<file path="src/hdl/crsse_pkg.sv">
// Shared constants and types for the return, sleep, rotate and subtract executor
`default_nettype none
package crsse_pkg;
   localparam int          DATA_W       = 8;
   localparam int          INSTR_W      = 12;
   localparam int          FADDR_W      = 5;
   localparam int          RADDR_W      = 4;
   localparam int          DEST_BIT     = 5;
   // Instruction encodings
   localparam logic [11:0] OPC_OPTION   = 12'h002;
   localparam logic [11:0] OPC_SLEEP    = 12'h003;
   localparam logic [3:0]  OPC_RETLIT   = 4'h8;
   localparam logic [5:0]  OPC_ROTL     = 6'h0D;
   localparam logic [5:0]  OPC_ROTR     = 6'h0C;
   localparam logic [5:0]  OPC_SUB      = 6'h02;
   // Register port offsets
   localparam logic [3:0]  REG_ACC      = 4'h0;
   localparam logic [3:0]  REG_STATUS   = 4'h1;
   localparam logic [3:0]  REG_OPTION   = 4'h2;
   localparam logic [3:0]  REG_PC       = 4'h3;
   localparam logic [3:0]  REG_CTRL     = 4'h4;
   localparam logic [3:0]  REG_PUSH     = 4'h5;
   localparam logic [3:0]  REG_STATE    = 4'h6;
   // Status field positions and values
   localparam int          BIT_C        = 0;
   localparam int          BIT_DC       = 1;
   localparam int          BIT_Z        = 2;
   localparam int          BIT_PD       = 3;
   localparam int          BIT_TO       = 4;
   localparam int          BIT_WAKE     = 7;
   localparam logic [7:0]  STATUS_RST   = 8'h18;
   localparam logic [7:0]  STATUS_WMASK = 8'h87;
   localparam logic [7:0]  OPTION_RST   = 8'hFF;
   localparam logic [7:0]  ACC_RST      = 8'h00;
   localparam int          CTRL_WAKE    = 0;
   // State register field positions
   localparam int          STA_SLEEP    = 0;
   localparam int          STA_IDLE     = 1;
   localparam int          STA_DEPTH    = 4;

   typedef enum logic [2:0] {
      OP_NONE   = 3'b000,
      OP_OPTION = 3'b001,
      OP_RETLIT = 3'b010,
      OP_SLEEP  = 3'b011,
      OP_ROTL   = 3'b100,
      OP_ROTR   = 3'b101,
      OP_SUB    = 3'b110
   } crsse_op_type;

   typedef enum logic [1:0] {
      S_RUN   = 2'b00,
      S_IDLE  = 2'b01,
      S_SLEEP = 2'b10
   } crsse_state_type;

   typedef struct packed {
      logic [7:0] res;
      logic       c;
      logic       dc;
      logic       z;
   } crsse_alu_type;
endpackage
`default_nettype wire

</file>
<file path="src/hdl/crsse_core.sv">
// Executor for option load, literal return, sleep, rotates and subtract
`default_nettype none
// Functional notes
// (RQ1) Option load copies accumulator, flags untouched
// (RQ2) Literal return loads immediate into accumulator
// (RQ3) Literal return pops stack into PC, two cycles
// (RQ4) Sleep clears watchdog counter and prescaler
// (RQ5) Sleep sets timeout flag, clears powerdown flag
// (RQ6) Sleep halts execution until wake
// (RQ7) Rotate left through carry, carry only
// (RQ8) Rotate right through carry, carry only
// (RQ9) Destination bit picks accumulator or file
// (RQ10) Subtract accumulator from file, update C DC Z
// (RQ11) Return discards prefetched instruction, idle cycle
// (RQ12) Subtract carry means no borrow, nibble too
module crsse_core #(
   parameter int PC_W        = 8,
   parameter int STACK_DEPTH = 2
) (
   input  wire logic                        clk_i,
   input  wire logic                        rst_b_i,
   input  wire logic                        instr_valid_i,
   input  wire logic [11:0]                 instr_i,
   input  wire logic [7:0]                  file_rdata_i,
   input  wire logic                        wake_i,
   input  wire logic [3:0]                  addr_i,
   input  wire logic [7:0]                  wdata_i,
   input  wire logic                        wr_i,
   input  wire logic                        rd_i,
   output logic      [7:0]                  rdata_o,
   output logic      [PC_W-1:0]             pc_o,
   output logic      [7:0]                  acc_o,
   output logic      [7:0]                  status_o,
   output logic      [7:0]                  option_o,
   output logic      [4:0]                  file_addr_o,
   output logic      [7:0]                  file_wdata_o,
   output logic                             file_we_o,
   output logic                             wdt_clear_o,
   output logic                             wdt_prescaler_clear_o,
   output logic                             sleep_o,
   output logic                             idle_o
);
   localparam int SCW = $clog2(STACK_DEPTH + 1);

   logic                         rst_s1;
   logic                         rst_n;
   crsse_pkg::crsse_state_type   state;
   crsse_pkg::crsse_state_type   next_state;
   logic [PC_W-1:0]              next_pc;
   logic [7:0]                   next_acc;
   logic [7:0]                   next_status;
   logic [7:0]                   next_option;
   logic [7:0]                   sw_status;
   logic [7:0]                   rd_mux;
   logic [PC_W-1:0]              stack_top;
   logic [SCW-1:0]               stack_count;
   crsse_pkg::crsse_alu_type     alu_out;

   // Reset release through two flops
   always_ff @(posedge clk_i or negedge rst_b_i) begin
      if (!rst_b_i) begin
         rst_s1 <= 1'b0;
         rst_n  <= 1'b0;
      end else begin
         rst_s1 <= 1'b1;
         rst_n  <= rst_s1;
      end
   end

   // Instruction decode
   wire       run       = (state == crsse_pkg::S_RUN);
   wire       exec      = instr_valid_i && run;
   wire       dest_file = instr_i[crsse_pkg::DEST_BIT];
   wire       is_option = (instr_i == crsse_pkg::OPC_OPTION);
   wire       is_sleep  = (instr_i == crsse_pkg::OPC_SLEEP);
   wire       is_retlit = (instr_i[11:8] == crsse_pkg::OPC_RETLIT);
   wire       is_rotl   = (instr_i[11:6] == crsse_pkg::OPC_ROTL);
   wire       is_rotr   = (instr_i[11:6] == crsse_pkg::OPC_ROTR);
   wire       is_sub    = (instr_i[11:6] == crsse_pkg::OPC_SUB);
   wire crsse_pkg::crsse_op_type dec_op =
      is_option ? crsse_pkg::OP_OPTION :
      is_sleep  ? crsse_pkg::OP_SLEEP  :
      is_retlit ? crsse_pkg::OP_RETLIT :
      is_rotl   ? crsse_pkg::OP_ROTL   :
      is_rotr   ? crsse_pkg::OP_ROTR   :
      is_sub    ? crsse_pkg::OP_SUB    : crsse_pkg::OP_NONE;
   wire       do_option = exec && is_option;
   wire       do_sleep  = exec && is_sleep;
   wire       do_retlit = exec && is_retlit;
   wire       do_alu    = exec && (is_rotl || is_rotr || is_sub);
   wire       do_flags  = exec && is_sub;
   wire       do_carry  = exec && (is_rotl || is_rotr || is_sub);

   // Register port decode
   wire       wr_acc    = wr_i && (addr_i == crsse_pkg::REG_ACC);
   wire       wr_status = wr_i && (addr_i == crsse_pkg::REG_STATUS);
   wire       wr_ctrl   = wr_i && (addr_i == crsse_pkg::REG_CTRL);
   wire       wr_push   = wr_i && (addr_i == crsse_pkg::REG_PUSH);
   wire       sw_wake   = wr_ctrl && wdata_i[crsse_pkg::CTRL_WAKE];
   wire       wake_any  = wake_i || sw_wake;
   wire [7:0] state_rd  = 8'({stack_count, 2'b00, (state == crsse_pkg::S_IDLE),
                               (state == crsse_pkg::S_SLEEP)});

   assign rd_mux =
      (addr_i == crsse_pkg::REG_ACC)    ? acc_o    :
      (addr_i == crsse_pkg::REG_STATUS) ? status_o :
      (addr_i == crsse_pkg::REG_OPTION) ? option_o :
      (addr_i == crsse_pkg::REG_PC)     ? 8'(pc_o) :
      (addr_i == crsse_pkg::REG_STATE)  ? state_rd : 8'h00;

   crsse_alu u_alu (
      .f_i   (file_rdata_i),
      .acc_i (acc_o),
      .c_i   (status_o[crsse_pkg::BIT_C]),
      .dc_i  (status_o[crsse_pkg::BIT_DC]),
      .z_i   (status_o[crsse_pkg::BIT_Z]),
      .op_i  (dec_op),
      .out_o (alu_out)
   );

   crsse_stack #(
      .DEPTH (STACK_DEPTH),
      .W     (PC_W)
   ) u_stack (
      .clk_i   (clk_i),
      .rst_n   (rst_n),
      .push_i  (wr_push),
      .pop_i   (do_retlit),                                     // [RQ3]
      .din_i   (PC_W'(wdata_i)),
      .top_o   (stack_top),
      .count_o (stack_count)
   );

   // Sequencing: return inserts one idle cycle, sleep waits for wake
   always_comb begin
      next_state = state;
      unique case (state)
         crsse_pkg::S_RUN: begin
            if (do_retlit) begin
               next_state = crsse_pkg::S_IDLE;                   // [RQ11]
            end else if (do_sleep) begin
               next_state = crsse_pkg::S_SLEEP;                  // [RQ6]
            end
         end
         crsse_pkg::S_IDLE: begin
            next_state = crsse_pkg::S_RUN;                       // [RQ3]
         end
         crsse_pkg::S_SLEEP: begin
            if (wake_any) begin
               next_state = crsse_pkg::S_RUN;
            end
         end
         default: begin
            next_state = crsse_pkg::S_RUN;
         end
      endcase
   end

   assign next_pc = do_retlit ? stack_top :                     // [RQ3]
                    exec      ? pc_o + PC_W'(1) : pc_o;

   assign next_acc = do_retlit               ? instr_i[7:0] :   // [RQ2]
                     (do_alu && !dest_file)  ? alu_out.res  :   // [RQ9]
                     wr_acc                  ? wdata_i      : acc_o;

   assign next_option = do_option ? acc_o : option_o;           // [RQ1]

   // Software write first, hardware updates override it
   assign sw_status = wr_status ?
      ((status_o & ~crsse_pkg::STATUS_WMASK) | (wdata_i & crsse_pkg::STATUS_WMASK)) :
      status_o;

   always_comb begin
      next_status = sw_status;
      if (do_carry) begin
         next_status[crsse_pkg::BIT_C] = alu_out.c;              // [RQ7] [RQ8] [RQ10]
      end
      if (do_flags) begin
         next_status[crsse_pkg::BIT_DC] = alu_out.dc;            // [RQ12]
         next_status[crsse_pkg::BIT_Z]  = alu_out.z;             // [RQ10]
      end
      if (do_sleep) begin
         next_status[crsse_pkg::BIT_TO] = 1'b1;                  // [RQ5]
         next_status[crsse_pkg::BIT_PD] = 1'b0;                  // [RQ5]
      end
      if (wake_i && (state == crsse_pkg::S_SLEEP)) begin
         next_status[crsse_pkg::BIT_WAKE] = 1'b1;
      end
   end

   always_ff @(posedge clk_i or negedge rst_n) begin
      if (!rst_n) begin
         state    <= crsse_pkg::S_RUN;
         pc_o     <= '0;
         acc_o    <= crsse_pkg::ACC_RST;
         status_o <= crsse_pkg::STATUS_RST;
         option_o <= crsse_pkg::OPTION_RST;
      end else begin
         state    <= next_state;
         pc_o     <= next_pc;
         acc_o    <= next_acc;
         status_o <= next_status;
         option_o <= next_option;
      end
   end

   always_ff @(posedge clk_i or negedge rst_n) begin
      if (!rst_n) begin
         file_addr_o  <= '0;
         file_wdata_o <= '0;
         file_we_o    <= 1'b0;
      end else begin
         file_addr_o  <= instr_i[4:0];
         file_wdata_o <= alu_out.res;
         file_we_o    <= do_alu && dest_file;                    // [RQ9]
      end
   end

   always_ff @(posedge clk_i or negedge rst_n) begin
      if (!rst_n) begin
         wdt_clear_o           <= 1'b0;
         wdt_prescaler_clear_o <= 1'b0;
         sleep_o               <= 1'b0;
         idle_o                <= 1'b0;
         rdata_o               <= 8'h00;
      end else begin
         wdt_clear_o           <= do_sleep;                      // [RQ4]
         wdt_prescaler_clear_o <= do_sleep;                      // [RQ4]
         sleep_o               <= (next_state == crsse_pkg::S_SLEEP);  // [RQ6]
         idle_o                <= (next_state == crsse_pkg::S_IDLE);   // [RQ11]
         rdata_o               <= rd_i ? rd_mux : 8'h00;
      end
   end
endmodule
`default_nettype wire

</file>
<file path="src/hdl/crsse_alu.sv">
// Rotate through carry and subtract datapath with flag results
`default_nettype none
module crsse_alu (
   input  wire logic [7:0]            f_i,
   input  wire logic [7:0]            acc_i,
   input  wire logic                  c_i,
   input  wire logic                  dc_i,
   input  wire logic                  z_i,
   input  wire crsse_pkg::crsse_op_type op_i,
   output var  crsse_pkg::crsse_alu_type out_o
);
   logic [8:0] diff;
   logic [4:0] ndiff;

   // Two's complement: f + ~acc + 1
   assign diff  = {1'b0, f_i} + {1'b0, ~acc_i} + 9'h001;       // [RQ10]
   assign ndiff = {1'b0, f_i[3:0]} + {1'b0, ~acc_i[3:0]} + 5'h01;

   always_comb begin
      out_o = '{res: f_i, c: c_i, dc: dc_i, z: z_i};
      unique case (op_i)
         crsse_pkg::OP_ROTL: begin
            out_o.res = {f_i[6:0], c_i};                         // [RQ7]
            out_o.c   = f_i[7];                                  // [RQ7]
         end
         crsse_pkg::OP_ROTR: begin
            out_o.res = {c_i, f_i[7:1]};                         // [RQ8]
            out_o.c   = f_i[0];                                  // [RQ8]
         end
         crsse_pkg::OP_SUB: begin
            out_o.res = diff[7:0];                               // [RQ10]
            out_o.c   = diff[8];                                 // [RQ12]
            out_o.dc  = ndiff[4];                                // [RQ12]
            out_o.z   = (diff[7:0] == 8'h00);                    // [RQ10]
         end
         default: begin
         end
      endcase
   end
endmodule
`default_nettype wire

</file>
<file path="src/hdl/crsse_stack.sv">
// Hardware return address stack with shift entries
`default_nettype none
module crsse_stack #(
   parameter int DEPTH = 2,
   parameter int W     = 8
) (
   input  wire logic                       clk_i,
   input  wire logic                       rst_n,
   input  wire logic                       push_i,
   input  wire logic                       pop_i,
   input  wire logic [W-1:0]               din_i,
   output logic      [W-1:0]               top_o,
   output logic      [$clog2(DEPTH+1)-1:0] count_o
);
   localparam int CW = $clog2(DEPTH+1);
   logic [W-1:0] mem [DEPTH];

   assign top_o = mem[0];

   genvar gi;
   generate
      for (gi = 0; gi < DEPTH; gi++) begin : g_entry
         always_ff @(posedge clk_i or negedge rst_n) begin
            if (!rst_n) begin
               mem[gi] <= '0;
            end else if (push_i && pop_i) begin
               if (gi == 0) begin
                  mem[gi] <= din_i;
               end
            end else if (push_i) begin
               mem[gi] <= (gi == 0) ? din_i : mem[(gi > 0) ? gi - 1 : 0];
            end else if (pop_i) begin
               if (gi < DEPTH - 1) begin
                  mem[gi] <= mem[(gi < DEPTH - 1) ? gi + 1 : gi];
               end
            end
         end
      end
   endgenerate

   always_ff @(posedge clk_i or negedge rst_n) begin
      if (!rst_n) begin
         count_o <= '0;
      end else if (push_i && !pop_i && count_o != CW'(DEPTH)) begin
         count_o <= count_o + CW'(1);
      end else if (pop_i && !push_i && count_o != '0) begin
         count_o <= count_o - CW'(1);
      end
   end
endmodule
`default_nettype wire

</file>
<file path="config.mk">
export PLATFORM = sky130hd
export DESIGN_NAME = crsse_core
export DESIGN_NICKNAME = d
export VERILOG_FILES = /design/src/hdl/crsse_pkg.sv /design/src/hdl/crsse_core.sv /design/src/hdl/crsse_alu.sv /design/src/hdl/crsse_stack.sv
export SDC_FILE = /design/constraint.sdc
export NUM_CORES = 1
export LEC_CHECK = 0
export ABC_AREA = 1
export BUFFER_PORTS_ARGS = -buffer_cell sky130_fd_sc_hd__buf_2
export CAP_MARGIN = 10
export CORE_AREA = 2 2 140 101
export DETAILED_ROUTE_END_ITERATION = 7
export DIE_AREA = 0 0 142 103
export GPL_ROUTABILITY_DRIVEN = 0
export PLACE_DENSITY_LB_ADDON = 0.15
export SYNTH_ARGS = -nofsm -noshare
export SYNTH_HDL_FRONTEND = slang
export SYNTH_HIERARCHICAL = 1
export SYNTH_SLANG_ARGS = --single-unit
export TNS_END_PERCENT = 20
</file>
<file path="constraint.sdc">
create_clock -name clk_i -period 2.5 [get_ports clk_i]
set_input_delay 0.125 -clock clk_i [delete_from_list [all_inputs] [get_ports clk_i]]
set_output_delay 0.125 -clock clk_i [all_outputs]
set_load 0.005 [all_outputs]
</file>
==> impl_metrics.yaml, run 1 <==
status:
  status: "completed"
setup_path:
  critical_path_required_ns: 2.72
  path_buf_inv: 4
  timing.rr.end: "acc_o[6]"
  worstSetupStartpointType: "input pin"
  crit_path_start: "instr_i[4]"
  path_cells: "dlygate4sd3_1 -> buf_2 -> nor2_1 -> nand3_1 -> nor2_2 -> nand4_1 -> nand3_2 -> inv_1 -> nand3_2 -> clkinvlp_4 -> nand2_1 -> nand4_1 -> nand4_1 -> nand3_1 -> nand2_1 -> nand2_1"
  critPathTopFamily: "simple AND/OR/NAND/NOR gates"
  critical_path.endpoint_type: "flip-flop"
  critPathMaxStageDelay_ns: 0.54
  critPathSlowestCell: "dlygate4sd3_1"
  worst-r2r-setup-slack_ns: 0.22
  worst_r2r_path_depth: 15
  arrival_ns: 2.58
  criticalPathCategory: "in2reg"
  worst_r2r_startpoint: "acc_o[0]"
  crit_path_max_fanout: 5
timing:
  fin_worst_skew_ns: 0.00551
  report.final.setup_viol: 0
  worstMarginPinSlew_ns: 0.989
  max_slew_margin: 0.341
  final.setup.tns_ns: 0
  finalCriticalPeriod_ns: 2.36
  maxClockFrequency_mhz: 424
  final-hold-violation-count: 0
  final_min_period_over_clock_period: 0.943
  slew_violations: 0
  finalHoldWorstSlack_ns: 0.0450
  layout_setup_ws_ns: 0.142
clock_tree:
  clock_latency_ns: 0.33
  path_clk_slew_ns: 0.06
  clockBufferDepth: 2
  tritoncts_clock_tree: "done"
  ctsRootBufferMaster: "clkbuf_16"
  cts_htree_levels: 3
  cts_made_buffers: 9
  clkSinkCount: 77
flow_run:
  maxCapViolations: 0
worst_hold_path:
  holdCritStartpoint: "wdata_i[6]"
  worst_min_delay_path_category: "in2reg"
  hold_path_end: "u_stack/top_o[6]"
  hold-path-cell-count: 3
cells_and_area:
  nNetsFinal: 761
  most-common-layout-cells: "nand2_1, buf_2, dfrtp_1"
  multi_input_comb_area_sq_um: 2190
  register_area_sq_um: 1940
  layout.cells.most_common: "nand2_1"
  area_growth_from_synthesis_to_final_layout_pct: 23.1
  final_layout_size_suffix_gt1_frac: 0.254
  finalNonFillerCells: 888
  antenna_cells_inserted: 0
  fillers: 1396
die:
  dieWidth_um: 142
  start_util: 0.337
  i_o_pins: 96
  die_h_um: 103
  rows: 36
  fp.coreArea_sq_um: 13500
  fp.dieArea_sq_um: 14600
routing:
  postRouteAntennaNets: 0
  via_count_of_the_routed_design: 4421
  drcViolationCount: 0
  wl_mm: 14.5
  routed-wl-met2_mm: 6.11
  wl_met3_mm: 1.06
  route.detailed.vias_per_inst: 4.98
  initialDrtViolationCount: 427
  drt_first_pass_iters: 6
  met1_wl_mm: 7.30
  post_drt_wl_per_cell_um: 16.4
  route.top_layer_used: "met4"
pwr:
  leakage_nw: 2.96
  total_power_mw: 4.10
  peakVddDrop_mv: 0.313
  power-per-cell-area_nw_per_um2: 734
grt:
  grt_max_degree: 74
  grt_remaining_overflow: 0
  grt_antenna_before_repair: 0
  groute.usage.overall: 0.201
  grt_first_pass_wirelength_mm: 22.4
  grt_pass1_vias: 4127
placed_design:
  portBuffers: 93
  hpwl_mm: 11.0
  numPlacedInstances: 860
  placement.setup.worst_slack_ns: 0.0557
synthesis:
  synth_area_sq_um: 4540
  post_synth_edffs: 0
  ys.flop_type: "dfrtp_1"
  synth-async-reset-ratio: 1.00
  postSynthAreaPerCell_sq_um: 7.50
  synth_warnings: 6
  postSynthRegisterBits: 77
  postSynthCellCount: 605
  synth.distinct_cells: 40
  part_of_the_yosys_area_used_for_sequential_elements: 0.427
per-layer routing:
layer,vias up,track usage
met5,-,0
met4,0,0.0477
met3,7,0.0362
met2,188,0.292
met1,2084,0.310
li1,2142,-
report_power, final:
part / total (mW) / internal [mW] / switching [mW]
combinational: 1.05 / 0.440 / 0.606
sequential: 1.70 / 1.44 / 0.257
clock: 1.35 / 0.808 / 0.544
synthesized netlist by cell type (5+ instances only):
library cell	count	area share
xor2_1	5	0.0097
nand3_1	48	0.053
dfrtp_1	67	0.37
inv_1	60	0.050
nor2_1	34	0.028
nand2_1	228	0.19
nand4_1	17	0.023
dfstp_2	10	0.058
buf_4	12	0.020
inv_2	7	0.0058
nand2_2	10	0.014
nor2_4	6	0.015
o21ai_0	21	0.023
a21oi_1	21	0.023
ha_1	10	0.028
nor2_2	5	0.0069
worst register-to-register path, stage by stage (launching register included):
cell	delay (ns)
dfrtp_2	0.43
ha_1	0.16
inv_1	0.05
fa_1	0.43
nand2_1	0.09
nand2_1	0.06
nand3_1	0.10
nand2_1	0.09
nand2_1	0.06
nand2_1	0.07
nand2_1	0.07
nand4_1	0.16
nand4_1	0.15
nand3_1	0.08
nand2_1	0.12
nand2_1	0.06
worst max-delay path by stage:
| stage | to | cells after the start |
|---|---|---|
| 2_1_floorplan | acc_o[0] | 0 |
| 3_3_place_gp | acc_o[6] | 15 |
| 3_5_place_dp | acc_o[6] | 15 |
| 4_1_cts | acc_o[6] | 15 |
| 5_1_grt | acc_o[2] | 16 |
| 6_report | acc_o[6] | 16 |
flip-flops by register name, indices dropped and copies added, names as in the netlist, 2 cells and up:
register         count
acc_o                8
file_addr_o          5
file_wdata_o         8
option_o             8
pc_o                 8
rdata_o              8
state                2
status_o             6
u_stack/count_o      2
u_stack/mem          8
u_stack/top_o        8
final cells by class:
| class | instances | share of cell area |
|---|---|---|
| Multi-Input combinational cell | 438 | 0.393 |
| Timing Repair Buffer | 113 | 0.113 |
| Tap cell | 171 | 0.0383 |
| Inverter | 71 | 0.0500 |
| Timing Repair inverter | 2 | 0.00224 |
| Clock buffer | 10 | 0.0428 |
| Sequential cell | 77 | 0.348 |
| Clock inverter | 6 | 0.0123 |
repair_timing:
item | 4_1_cts | 5_1_grt
gates resized for setup | 0 | 8
setup endpoints to repair | 0 | 8
endpoints found under the hold margin | 7 | 0
setup buffers | 0 | 4
hold buffers | 6 | 0
kinds of logic (layout without fill, tap and decap cells):
logic type / Yosys count / after routing / synth area share
buffers and inverters: 91 / 202 / 0.0940
XOR/XNOR: 6 / 6 / 0.0116
flip-flops: 77 / 77 / 0.427
multiplexers: 2 / 2 / 0.00441
adder cells (fa/ha/maj): 11 / 11 / 0.0320
other: 2 / 3 / 0.00166
AND/OR/NAND/NOR: 358 / 358 / 0.356
AO/OA/AOI/OAI: 58 / 58 / 0.0725
metrics by stage:
stage | utilization | instance area (sq um)
after global placement | 0.382 | 5140
after global routing | 0.415 | 5580
after detailed placement | 0.382 | 5140
final | 0.415 | 5580
after CTS | 0.409 | 5510
after floorplan | - | 4540
Note: power is estimated with default switching activity, not from simulation.
==> inputs of run 2 (changes only) <==
PLACE_DENSITY_LB_ADDON = 0.2   (was 0.15)
SLEW_MARGIN = 20   (was default)
==> impl_metrics.yaml, run 2 (synthesis results as in run 1) <==
timing:
  max_slew_margin: 0.620
  final.setup.tns_ns: 0
  setup_repair_after_global_routing_missed_its_margin: "no"
  maxClockFrequency_mhz: 436
  worstMarginPinSlew_ns: 0.567
  final_min_period_over_clock_period: 0.918
  report.final.setup_viol: 0
  fin_worst_skew_ns: 0.00862
  finalCriticalPeriod_ns: 2.29
  final-hold-violation-count: 0
  slew_violations: 0
setup_path:
  timing.rr.end: "acc_o[6]"
  worst-r2r-setup-slack_ns: 0.22
  arrival_ns: 2.57
  worst_r2r_path_depth: 15
  critical_path.endpoint_type: "flip-flop"
  crit_path_start: "instr_i[4]"
  worst_r2r_startpoint: "acc_o[0]"
  crit_path_max_fanout: 9
  critical_path_required_ns: 2.78
  cp-endpoint: "acc_o[0]"
  criticalPathCategory: "in2reg"
  worstSetupStartpointType: "input pin"
clock_tree:
  path_clk_slew_ns: 0.06
  clkSinkCount: 77
  clock_latency_ns: 0.33
  cts_htree_levels: 3
  clockBufferDepth: 2
  cts_made_buffers: 9
  tritoncts_clock_tree: "done"
  ctsRootBufferMaster: "clkbuf_16"
  post_cts.repair.setup_buffers: 0
die:
  fp.dieArea_sq_um: 14600
  dieWidth_um: 142
  i_o_pins: 96
  start_util: 0.337
  fp.coreArea_sq_um: 13500
  die_h_um: 103
  rows: 36
grt:
  grt_remaining_overflow: 0
  grt_antenna_before_repair: 0
  grt_first_pass_wirelength_mm: 21.6
  groute.usage.overall: 0.193
  grt_pass1_vias: 4107
  grt_max_degree: 62
cells_and_area:
  most-common-layout-cells: "nand2_1, buf_2, dfrtp_1"
  post-route-cell-area_sq_um: 5520
  antenna_cells_inserted: 0
  layout.cells.most_common: "nand2_1"
  finalNonFillerCells: 882
  nNetsFinal: 755
  final_layout_size_suffix_gt1_frac: 0.241
  area_growth_from_synthesis_to_final_layout_pct: 21.8
routing:
  via_count_of_the_routed_design: 4340
  route.detailed.vias_per_inst: 4.92
  wl_mm: 13.7
  post_drt_wl_per_cell_um: 15.5
  drt_first_pass_iters: 5
  drcViolationCount: 0
  postRouteAntennaNets: 0
  initialDrtViolationCount: 341
worst_hold_path:
  worst_min_delay_path_category: "in2reg"
flow_run:
  maxCapViolations: 0
pwr:
  peakVddDrop_mv: 0.358
  leakage_nw: 2.94
  total_power_mw: 4.05
  power-per-cell-area_nw_per_um2: 733
status:
  status: "completed"
placed_design:
  portBuffers: 93
  hpwl_mm: 10.5
  post_dp_cell_area_sq_um: 5150
  numPlacedInstances: 860
==> run 2: cell types whose count changed in the layout (fill, tap and decap cells not counted), moves of 2 or more <==
cell	before	now
nand3_1	46	48
nand3_2	3	1
buf_4	14	9
inv_6	2	0
==> run 2: metrics by stage <==
| step | hold slack [ns] | utilization | setup slack [ns] |
|---|---|---|---|
| after detailed placement | -0.0876 | 0.383 | 0.257 |
| after global placement | -0.0884 | 0.383 | 0.292 |
| after floorplan | -0.171 | - | 0.214 |
| after global routing | 0.0561 | 0.410 | 0.0194 |
| final | 0.0448 | 0.410 | 0.206 |
| after CTS | 0.0372 | 0.410 | 0.215 |
==> run 2: timing repair <==
action / 4_1_cts / 5_1_grt
resized for setup: 0 / 2
hold buffers: 6 / 0
setup endpoints to repair: 0 / 3
hold endpoints to repair: 7 / 0
==> run 2: critical path, cell delays in order <==
cell and delay [ns]:
dlygate4sd3_1 0.53, buf_2 0.15, nor2_1 0.10, nand3_1 0.09
nor2_1 0.15, nand4_1 0.14, nand3_1 0.17, inv_1 0.10
a21oi_2 0.40, nand2_1 0.09, o2111ai_1 0.15, nand4_1 0.16
nand3_1 0.12, nand2_1 0.05, nand2_1 0.05
==> run 2: per-layer routing <==
layer	track usage	routed length, um	vias to the layer above
met5	0	0	-
met4	0.0369	97	0
met3	0.0511	1180	12
met2	0.283	5700	178
met1	0.287	6720	2022
li1	-	-	2128
==> run 2: power by group <==
part	internal [mW]	switching, mW
combinational	0.435	0.613
clock	0.802	0.520
sequential	1.44	0.236
==> run 2: worst min-delay path by stage <==
stage / cells after the start / from / slack [ns] / endpoint
2_1_floorplan: 0 / rst_b_i / -0.17 / rst_n
5_1_grt: 3 / wdata_i[3] / 0.06 / u_stack/top_o[3]
4_1_cts: 3 / wdata_i[3] / 0.04 / u_stack/top_o[3]
3_5_place_dp: 1 / rst_b_i / -0.09 / rst_s1
3_3_place_gp: 1 / rst_b_i / -0.09 / rst_s1
6_report: 3 / wdata_i[4] / 0.04 / u_stack/top_o[4]
==> run 2: final cells by class <==
type / instances / area [sq um]
timing repair buffer: 109 / 613
multi-input combinational: 438 / 2170
tap: 171 / 214
fill: 1383 / 7940
clock inverter: 5 / 60.1
sequential: 77 / 1940
clock buffer: 11 / 243
inverter: 71 / 279
